## src/logic/egress_sched_pkg.sv

```systemverilog
// constants and carrier types for the egress queue scheduler
// assumes one core clock of 10 MHz and a single AHB-Lite register slave
package egress_sched_pkg;

    // ------------------------------------------------------------
    // port geometry
    // ------------------------------------------------------------
    localparam int NPORT = 4;
    localparam int PW = 2;
    localparam int CW = 8;
    localparam int FIFO_DEPTH = 16;

    // ------------------------------------------------------------
    // register map (byte addresses, low 12 bits decoded)
    // ------------------------------------------------------------
    localparam logic [11:0] THR_ADDR = 12'hf10;
    localparam logic [11:0] CTRL_ADDR = 12'hf14;
    localparam logic [11:0] CNT_ADDR = 12'hf18;
    localparam logic [11:0] STAT_ADDR = 12'hf1c;
    localparam int LOW_LSB = 0;
    localparam int HIGH_LSB = 16;
    localparam logic [7:0] LOW_RST = 8'h01;
    localparam logic [7:0] HIGH_RST = 8'h02;
    localparam int CTRL_SQ_BIT = 0;
    localparam logic CTRL_SQ_RST = 1'b0;

    // ------------------------------------------------------------
    // timing
    // ------------------------------------------------------------
    localparam int CLK_NS = 100;
    localparam int FWD_X4_NS = 118;
    localparam int FWD_X2_NS = 138;
    localparam int FWD_X1_NS = 188;
    localparam int CRD_OUT_NS = 212;
    localparam int ACK_OUT_NS = 88;
    localparam int CRD_IN_NS = 132;
    localparam int FWD_CYC = (FWD_X4_NS + CLK_NS - 1) / CLK_NS;
    localparam int CRD_OUT_CYC = (CRD_OUT_NS + CLK_NS - 1) / CLK_NS;
    localparam int ACK_OUT_CYC = (ACK_OUT_NS + CLK_NS - 1) / CLK_NS;
    localparam int CRD_IN_CYC = (CRD_IN_NS + CLK_NS - 1) / CLK_NS;
    localparam logic [CW-1:0] CRD_MAX = 8'hff;

    // ------------------------------------------------------------
    // carriers
    // ------------------------------------------------------------
    typedef struct packed {
        logic [PW-1:0] src;
        logic [PW-1:0] dst;
        logic [31:0] data;
    } pkt_t;

    typedef struct packed {
        logic [11:0] addr;
        logic write;
    } ahb_req_t;

endpackage

```

## src/logic/desc_fifo.sv

```systemverilog
// synchronous first-in first-out buffer with valid/ready on both sides
// assumes one clock and an asynchronous active-low reset
`timescale 1ns/10ps
module desc_fifo #(
    parameter int WIDTH = 36,
    parameter int DEPTH = 16
) (
    input wire logic hclk,
    input wire logic hresetn,
    input wire logic in_valid,
    output logic in_ready,
    input wire logic [WIDTH-1:0] in_data,
    output logic out_valid,
    input wire logic out_ready,
    output logic [WIDTH-1:0] out_data
);
    localparam int AW = $clog2(DEPTH);

    logic [WIDTH-1:0] mem [DEPTH];
    logic [AW-1:0] wr_ptr;
    logic [AW-1:0] rd_ptr;
    logic [AW:0] count;
    logic push;
    logic pop;

    // full and empty come straight from the occupancy count
    assign in_ready = (count != (AW+1)'(DEPTH));
    assign out_valid = (count != '0);
    assign out_data = mem[rd_ptr];
    assign push = in_valid && in_ready;
    assign pop = out_valid && out_ready;

    // storage write
    always_ff @(posedge hclk) begin
        if (push) begin
            mem[wr_ptr] <= in_data;
        end
    end

    // pointers wrap at the depth
    always_ff @(posedge hclk or negedge hresetn) begin
        if (!hresetn) begin
            wr_ptr <= '0;
            rd_ptr <= '0;
        end else begin
            if (push) begin
                wr_ptr <= (wr_ptr == AW'(DEPTH - 1)) ? '0 : wr_ptr + 1'b1;
            end
            if (pop) begin
                rd_ptr <= (rd_ptr == AW'(DEPTH - 1)) ? '0 : rd_ptr + 1'b1;
            end
        end
    end

    // occupancy
    always_ff @(posedge hclk or negedge hresetn) begin
        if (!hresetn) begin
            count <= '0;
        end else if (push && !pop) begin
            count <= count + 1'b1;
        end else if (pop && !push) begin
            count <= count - 1'b1;
        end
    end
endmodule

```

## src/logic/egress_queue_scheduler.sv

```systemverilog
// egress queuing and scheduling for a multi-port packet switch
// assumes one core clock, AHB-Lite register access and one-word packet descriptors
`timescale 1ns/10ps
module egress_queue_scheduler (
    input wire logic hclk,
    input wire logic hresetn,
    input wire logic hsel,
    input wire logic [31:0] haddr,
    input wire logic [1:0] htrans,
    input wire logic hwrite,
    input wire logic [2:0] hsize,
    input wire logic [31:0] hwdata,
    input wire logic hready,
    output logic hreadyout,
    output logic hresp,
    output logic [31:0] hrdata,
    input wire logic in_valid,
    input wire egress_sched_pkg::pkt_t in_pkt,
    output logic [egress_sched_pkg::NPORT-1:0] in_ready,
    output logic out_valid,
    output egress_sched_pkg::pkt_t out_pkt,
    input wire logic out_ready,
    input wire logic credit_in,
    input wire logic ack_in,
    input wire logic [egress_sched_pkg::PW-1:0] ack_dst,
    output logic ack_out,
    output logic credit_out
);
    localparam int NP = egress_sched_pkg::NPORT;
    localparam int PW = egress_sched_pkg::PW;
    localparam int CW = egress_sched_pkg::CW;

    // ------------------------------------------------------------
    // register bus
    // ------------------------------------------------------------
    egress_sched_pkg::ahb_req_t dreq;
    logic dvalid;
    logic [7:0] high_wm;
    logic [7:0] low_wm;
    logic sq_en;
    logic [CW-1:0] cnt [NP];
    logic [NP-1:0] stop;
    logic [NP-1:0] hold_valid;
    logic addr_ok;
    logic [31:0] next_rdata;

    assign addr_ok = hsel && htrans[1] && hready;

    // read mux, sampled in the address phase
    always_comb begin
        next_rdata = 32'h0000_0000;
        case (haddr[11:0])
            egress_sched_pkg::THR_ADDR: begin
                next_rdata[egress_sched_pkg::HIGH_LSB +: 8] = high_wm;
                next_rdata[egress_sched_pkg::LOW_LSB +: 8] = low_wm;
            end
            egress_sched_pkg::CTRL_ADDR: begin
                next_rdata[egress_sched_pkg::CTRL_SQ_BIT] = sq_en;
            end
            egress_sched_pkg::CNT_ADDR: begin
                next_rdata = {cnt[3], cnt[2], cnt[1], cnt[0]};
            end
            egress_sched_pkg::STAT_ADDR: begin
                next_rdata = {24'h00_0000, hold_valid, stop};
            end
            default: begin
                next_rdata = 32'h0000_0000;
            end
        endcase
    end

    // address phase capture and read data; zero wait states, always okay
    always_ff @(posedge hclk or negedge hresetn) begin
        if (!hresetn) begin
            dreq <= '0;
            dvalid <= 1'b0;
            hrdata <= 32'h0000_0000;
            hreadyout <= 1'b1;
            hresp <= 1'b0;
        end else begin
            dvalid <= addr_ok;
            hreadyout <= 1'b1;
            hresp <= 1'b0;
            if (addr_ok) begin
                dreq.addr <= haddr[11:0];
                dreq.write <= hwrite;
                hrdata <= next_rdata;
            end
        end
    end

    // threshold and control writes; reserved bits are dropped
    always_ff @(posedge hclk or negedge hresetn) begin
        if (!hresetn) begin
            high_wm <= egress_sched_pkg::HIGH_RST;
            low_wm <= egress_sched_pkg::LOW_RST;
            sq_en <= egress_sched_pkg::CTRL_SQ_RST;
        end else if (dvalid && dreq.write) begin
            if (dreq.addr == egress_sched_pkg::THR_ADDR) begin
                high_wm <= hwdata[egress_sched_pkg::HIGH_LSB +: 8];
                low_wm <= hwdata[egress_sched_pkg::LOW_LSB +: 8];
            end
            if (dreq.addr == egress_sched_pkg::CTRL_ADDR) begin
                sq_en <= hwdata[egress_sched_pkg::CTRL_SQ_BIT];
            end
        end
    end

    // ------------------------------------------------------------
    // per-source queues
    // ------------------------------------------------------------
    egress_sched_pkg::pkt_t hold [NP];
    logic [1:0] rank [NP];
    logic acc;
    logic [NP-1:0] eligible;
    logic rel;
    logic [PW-1:0] rel_sel;
    logic fifo_in_ready;
    logic [2:0] nvalid;

    // index of the eligible entry that arrived first
    function automatic logic [PW-1:0] oldest(input logic [NP-1:0] el, input logic [1:0] rk [NP]);
        logic [PW-1:0] best;
        logic [1:0] brank;
        best = '0;
        brank = 2'h3;
        for (int i = 0; i < NP; i++) begin
            if (el[i] && rk[i] <= brank) begin
                best = PW'(i);
                brank = rk[i];
            end
        end
        return best;
    endfunction

    assign acc = in_valid && in_ready[in_pkt.src];

    // a held entry may leave while the destination queue has room and its destination is not stopped
    always_comb begin
        for (int i = 0; i < NP; i++) begin
            eligible[i] = hold_valid[i] && !(sq_en && stop[hold[i].dst]) && fifo_in_ready;
        end
    end
    assign rel = |eligible;
    assign rel_sel = oldest(eligible, rank);

    always_comb begin
        nvalid = '0;
        for (int i = 0; i < NP; i++) begin
            nvalid = nvalid + {2'b00, hold_valid[i]};
        end
    end

    // entry contents
    always_ff @(posedge hclk) begin
        if (acc) begin
            hold[in_pkt.src] <= in_pkt;
        end
    end

    // occupancy, arrival rank and source ready
    always_ff @(posedge hclk or negedge hresetn) begin
        if (!hresetn) begin
            hold_valid <= '0;
            in_ready <= '1;
            for (int i = 0; i < NP; i++) begin
                rank[i] <= 2'h0;
            end
        end else begin
            for (int i = 0; i < NP; i++) begin
                if (rel && hold_valid[i] && rank[i] > rank[rel_sel]) begin
                    rank[i] <= rank[i] - 2'h1;
                end
                if (acc && in_pkt.src == PW'(i)) begin
                    hold_valid[i] <= 1'b1;
                    in_ready[i] <= 1'b0;
                    rank[i] <= nvalid[1:0] - {1'b0, rel};
                end else if (rel && rel_sel == PW'(i)) begin
                    hold_valid[i] <= 1'b0;
                    in_ready[i] <= 1'b1;
                end
            end
        end
    end

    // ------------------------------------------------------------
    // destination queue and egress stage
    // ------------------------------------------------------------
    egress_sched_pkg::pkt_t fifo_head;
    logic fifo_out_valid;
    logic load;
    logic [CW-1:0] credits;
    logic [egress_sched_pkg::CRD_IN_CYC-1:0] crd_dly;
    logic stall;

    desc_fifo #(
        .WIDTH($bits(egress_sched_pkg::pkt_t)),
        .DEPTH(egress_sched_pkg::FIFO_DEPTH)
    ) u_dst_queue (
        .hclk(hclk),
        .hresetn(hresetn),
        .in_valid(rel),
        .in_ready(fifo_in_ready),
        .in_data(hold[rel_sel]),
        .out_valid(fifo_out_valid),
        .out_ready(load),
        .out_data(fifo_head)
    );

    assign stall = out_valid && !out_ready;
    assign load = fifo_out_valid && !stall && (credits != '0);

    // link credits arrive through a short delay before they can start a packet
    always_ff @(posedge hclk or negedge hresetn) begin
        if (!hresetn) begin
            crd_dly <= '0;
            credits <= '0;
        end else begin
            crd_dly <= {crd_dly[egress_sched_pkg::CRD_IN_CYC-2:0], credit_in};
            if (crd_dly[egress_sched_pkg::CRD_IN_CYC-1] && !load && credits != egress_sched_pkg::CRD_MAX) begin
                credits <= credits + 1'b1;
            end else if (load && !crd_dly[egress_sched_pkg::CRD_IN_CYC-1]) begin
                credits <= credits - 1'b1;
            end
        end
    end

    // outgoing packet register
    always_ff @(posedge hclk or negedge hresetn) begin
        if (!hresetn) begin
            out_valid <= 1'b0;
            out_pkt <= '0;
        end else if (load) begin
            out_valid <= 1'b1;
            out_pkt <= fifo_head;
        end else if (out_valid && out_ready) begin
            out_valid <= 1'b0;
        end
    end

    // ------------------------------------------------------------
    // destination counts and watermarks
    // ------------------------------------------------------------
    // counted from queue entry until the partner acknowledges
    always_ff @(posedge hclk or negedge hresetn) begin
        if (!hresetn) begin
            for (int i = 0; i < NP; i++) begin
                cnt[i] <= '0;
            end
        end else begin
            for (int i = 0; i < NP; i++) begin
                if (rel && hold[rel_sel].dst == PW'(i)) begin
                    if (!(ack_in && ack_dst == PW'(i) && cnt[i] != '0)) begin
                        cnt[i] <= cnt[i] + 1'b1;
                    end
                end else if (ack_in && ack_dst == PW'(i) && cnt[i] != '0) begin
                    cnt[i] <= cnt[i] - 1'b1;
                end
            end
        end
    end

    // stop at the high mark, resume below the low mark
    always_ff @(posedge hclk or negedge hresetn) begin
        if (!hresetn) begin
            stop <= '0;
        end else begin
            for (int i = 0; i < NP; i++) begin
                stop[i] <= sq_en && (cnt[i] >= high_wm || (stop[i] && cnt[i] >= low_wm));
            end
        end
    end

    // ------------------------------------------------------------
    // link-layer replies
    // ------------------------------------------------------------
    logic ack_pend;
    logic [egress_sched_pkg::CRD_OUT_CYC-2:0] crd_out_dly;

    // acknowledge one cycle after packet end, deferred while egress is stalled
    always_ff @(posedge hclk or negedge hresetn) begin
        if (!hresetn) begin
            ack_out <= 1'b0;
            ack_pend <= 1'b0;
        end else begin
            ack_out <= (acc || ack_pend) && !stall;
            ack_pend <= (acc || ack_pend) && stall;
        end
    end

    // credit update three cycles after packet start
    always_ff @(posedge hclk or negedge hresetn) begin
        if (!hresetn) begin
            crd_out_dly <= '0;
            credit_out <= 1'b0;
        end else begin
            crd_out_dly <= {crd_out_dly[egress_sched_pkg::CRD_OUT_CYC-3:0], acc};
            credit_out <= crd_out_dly[egress_sched_pkg::CRD_OUT_CYC-2];
        end
    end

    // ------------------------------------------------------------
    // checks
    // ------------------------------------------------------------
    property p_stop_high;
        @(posedge hclk) disable iff (!hresetn) (sq_en && cnt[1] >= high_wm) |=> (stop[1] || !sq_en);
    endproperty
    a_stop_high: assert property (p_stop_high) else $error("high mark did not stop port 1");

    property p_low_resume;
        @(posedge hclk) disable iff (!hresetn) (stop[1] && cnt[1] < low_wm) |=> !stop[1];
    endproperty
    a_low_resume: assert property (p_low_resume) else $error("port 1 not resumed below low mark");

    property p_no_fwd_stopped;
        @(posedge hclk) disable iff (!hresetn) (rel && sq_en) |-> !stop[hold[rel_sel].dst];
    endproperty
    a_no_fwd_stopped: assert property (p_no_fwd_stopped) else $error("packet sent to stopped port");

    property p_src_block;
        @(posedge hclk) disable iff (!hresetn) (hold_valid[1] && !eligible[1]) |=> !in_ready[1];
    endproperty
    a_src_block: assert property (p_src_block) else $error("blocked source 1 still ready");

    property p_ack_out;
        @(posedge hclk) disable iff (!hresetn) (acc && !stall) |=> ack_out;
    endproperty
    a_ack_out: assert property (p_ack_out) else $error("acknowledge late");

    property p_ack_hold;
        @(posedge hclk) disable iff (!hresetn) stall |=> !ack_out;
    endproperty
    a_ack_hold: assert property (p_ack_hold) else $error("acknowledge sent during stall");

    property p_credit_out;
        @(posedge hclk) disable iff (!hresetn) acc |-> ##3 credit_out;
    endproperty
    a_credit_out: assert property (p_credit_out) else $error("credit update not three cycles after start");

    property p_cnt_ack;
        @(posedge hclk) disable iff (!hresetn)
            (ack_in && ack_dst == 2'h0 && cnt[0] != 8'h00 && !(rel && hold[rel_sel].dst == 2'h0))
            |=> cnt[0] == $past(cnt[0]) - 8'h01;
    endproperty
    a_cnt_ack: assert property (p_cnt_ack) else $error("count not released on acknowledge");

    property p_default_fifo;
        @(posedge hclk) disable iff (!hresetn) !sq_en |=> (stop == 4'h0 || sq_en);
    endproperty
    a_default_fifo: assert property (p_default_fifo) else $error("stop set without source queuing");

    property p_fwd;
        @(posedge hclk) disable iff (!hresetn)
            (acc && !sq_en && hold_valid == 4'h0 && !fifo_out_valid && !out_valid && credits > 8'h01)
            |-> ##3 out_valid;
    endproperty
    a_fwd: assert property (p_fwd) else $error("cut-through start not three cycles after arrival");
endmodule

```

## config.mk

```make
export PLATFORM = sky130hd
export DESIGN_NAME = egress_queue_scheduler
export DESIGN_NICKNAME = d
export VERILOG_FILES = /design/src/logic/egress_sched_pkg.sv /design/src/logic/desc_fifo.sv /design/src/logic/egress_queue_scheduler.sv
export SDC_FILE = /design/constraint.sdc
export NUM_CORES = 1
export LEC_CHECK = 0
export ABC_AREA = 1
export BUFFER_PORTS_ARGS = -buffer_cell sky130_fd_sc_hd__buf_4
export CELL_PAD_IN_SITES_DETAIL_PLACEMENT = 2
export CELL_PAD_IN_SITES_GLOBAL_PLACEMENT = 2
export CORE_UTILIZATION = 45
export DETAILED_ROUTE_END_ITERATION = 8
export GPL_TIMING_DRIVEN = 0
export PLACE_DENSITY = 0.95
export SETUP_SLACK_MARGIN = 0.5
export SLEW_MARGIN = 20
export SYNTH_ARGS = -nofsm -noshare
export SYNTH_HDL_FRONTEND = slang
export SYNTH_SLANG_ARGS = --single-unit
```

## constraint.sdc

```tcl
create_clock -name hclk -period 10.2 [get_ports hclk]
set_input_delay 2.04 -clock hclk [delete_from_list [all_inputs] [get_ports hclk]]
set_output_delay 2.04 -clock hclk [all_outputs]
set_load 0.1 [all_outputs]
```

==> impl_metrics.toml <==
[run_status]
status = "complete, no violations"

[route]
first_pass_iters = 6
drt-initial-drc-count = 4717
drcViolationCount = 0
wl_per_cell_microns = 42.20
wl_mm = 201.5
via_count = 33810
vias_per_cell = 7.080
postRouteAntennaNets = 0

[setup_path]
cp.required_ns = 10.77
ff2ff_path_depth = 48
crit_slowest_cell = "ha_1"
start_kind = "register"
timing.rr.start = "u_dst_queue.count[2]$_DFFE_PN0P_"
startpoint = "u_dst_queue.count[2]$_DFFE_PN0P_"
worst-setup-path-type = "register to register"
critPathMaxFanout = 20
endpoint_kind = "register"
arrival_ns = 8.83
cpLargestDelayFamily = "simple AND/OR/NAND/NOR gates"
r2r_end = "cnt[15]$_DFFE_PN0P_"
critical_path_buf_inv_count = 6
r2r_slack_ns = 1.94
critical_path.max_stage_delay_ns = 0.47
critical_path_depth = 48
path_common_cell = "nand2_1"

[floorplanning]
dieArea_sq_mm = 0.08678
fp.dieW_microns = 294.6
core_area_sq_mm = 0.08422
placementRows = 106
die_h_microns = 294.6
initial_core_util = 0.4574
io_pins = 193

[global_routing]
grt_pass1_wl_mm = 277.7
grtUsageTotal = 0.4554
grt.overflow.total = 0
grt_pass1_vias = 36300
antenna_found_initial = 12
grt_max_degree = 84

[sta]
setup_viol = 0
min_period_ns = 8.261
fin_hold_ws_ns = 0.3821
finClkSkew_ns = 0.05047
tns_ns = 0
period_share = 0.8099
rsz0062_at_grt = "no"
max_freq_ghz = 0.1211
maxSlewHeadroom = 0.06897
slew_viol_final = 0
worst_slew_pin_slew_ns = 1.392
hold_viol = 0

[flow_run]
max-cap-violations = 0

[logic_synthesis]
synthArstFlopShare = 0.2000
syn_area_sq_mm = 0.03852
synth_common_cells = "edfxtp_1 (720), nand2_1 (476), nor2_1 (462)"
yosysTopAreaCell = "edfxtp_1"
synth-main-ff-cell = "edfxtp_1"
synthTopCellsByArea = "edfxtp_1 (56%), dfrtp_1 (11%), o21ai_0 (5.1%), nand2_1 (4.6%), nor2_1 (4.5%)"
synth_edf_count = 720
ys_warn_count = 0
syn-mean-instance-area_sq_um = 11.82
synth_top_area_frac = 0.5612
yosysMostFrequentCell = "edfxtp_1"
ys_ff_latch = 900
syn_inst = 3259
synth_cell_types = 49
synth_fp_nets = 3501
ys_seq_area_frac = 0.6784

[power]
vdd_ir_drop_max_mv = 0.2047
leakage_nw = 17.07
p_per_area_mw_per_mm2 = 429.1
total_power_mw = 19.34

[hold_path]
min_to = "crd_out_dly[1]$_DFF_PN0_"
hold_depth = 0
hold_path_class = "register to register"
hp-start = "crd_out_dly[0]$_DFF_PN0_"

[clock_network]
cts_resized = 0
post-cts-setup-buffer-count = 0
cts_sinks = 900
htree_levels = 3
clkTransAtPathRegs_ns = 0.07
cts_buffers = 96
cts_tree = "done"
cts_root_buffer = "clkbuf_16"
clock_path_buffers = 3
hold_buffers = 0
insertion_delay_ns = 0.71

[cells_and_area]
stdcell_count = 4775
fillers = 8093
fin_util = 0.5352
fin_nets = 3796
area_growth_pct = 17.00
drive_above_1_share = 0.1387

[place]
place_congestion = 0.8241
dp.cells = 4576
dpl.hpwl_mm = 117.4
portBuffers = 150
[stage by stage]
stage / cell area (sq um) / setup slack (ns)
finish: 45070 / 1.939
global route: 45060 / 1.713
CTS: 44890 / 2.229
detailed placement: 41810 / 2.932
global placement: 41070 / 1.243
floorplan: 38520 / 4.217
[worst max path at each step]
stage / end / slack [ns]
floorplan: rank[3]$_DFFE_PN0P_ / 4.22
global placement: rank[3]$_DFFE_PN0P_ / 1.24
detailed placement: cnt[31]$_DFFE_PN0P_ / 2.93
CTS: cnt[31]$_DFFE_PN0P_ / 2.23
global route: cnt[31]$_DFFE_PN0P_ / 1.71
finish: cnt[15]$_DFFE_PN0P_ / 1.94
[cell families (layout without fill, tap and decap cells)]
logic type	after synthesis	in the layout	share of synthesized area
simple gates	1121	1121	0.1237
fa+ha+maj	126	126	0.04229
buf+inv	338	713	0.03449
other cells	2	9	0.0001949
mux	18	18	0.005262
flops	900	900	0.6784
xor+xnor	33	33	0.007502
compound gates	721	721	0.1082
[routing by layer]
layer	vias up	GRT usage	part of all wire
met5	-	0	0.00029
met4	8	0.3554	0.093
met3	1252	0.1134	0.11
met2	3233	0.7392	0.46
met1	17070	0.5159	0.33
li1	12240	-	-
[state kept, by name, indices dropped and copies added, names as in the netlist, 5 cells and up]
register,cells
u_dst_queue.mem,576
hold,144
out_pkt,36
cnt,32
hrdata,32
dreq,13
credits,8
high_wm,8
low_wm,8
rank,8
u_dst_queue.count,5
[area by class of cell]
cell class                      count  area, sq um  area share
Multi-Input combinational cell   2021        11190      0.2484
Clock inverter                     47        416.7    0.009244
Clock buffer                      131         2665     0.05913
Sequential cell                   900        26130      0.5798
Timing Repair Buffer              197         1897     0.04209
Tap cell                         1134         1419     0.03148
Antenna cell                        7        17.52   0.0003887
Buffer                            158        650.6     0.01444
Inverter                          180        678.2     0.01505
[layout by cell type (no fill, tap or decap), types with 19 or more instances in the layout]
cell	synthesis	routed
a21oi_1	60	60
buf_4	2	160
buf_6	4	20
clkbuf_1	126	149
clkbuf_16	0	97
clkinv_2	0	19
dfrtp_1	174	174
edfxtp_1	720	720
ha_1	119	119
inv_1	167	165
nand2_1	476	476
nand2_2	24	24
nand3_1	48	48
nand4_1	53	53
nor2_1	462	445
nor2_4	4	20
o21ai_0	392	392
o21ai_2	24	24
o22ai_1	153	153
o32ai_1	36	36
xor2_1	29	29
[power breakdown]
| part | internal, mW | leakage (nW) | total [mW] | switching [mW] |
|---|---|---|---|---|
| Combinational | 2.05 | 6.79 | 9.49 | 7.43 |
| Clock | 1.97 | 1.52 | 3.77 | 1.80 |
| Sequential | 5.47 | 8.76 | 6.08 | 0.606 |
| Total | 9.50 | 17.1 | 19.3 | 9.84 |
(Power assumes the default switching activity.)
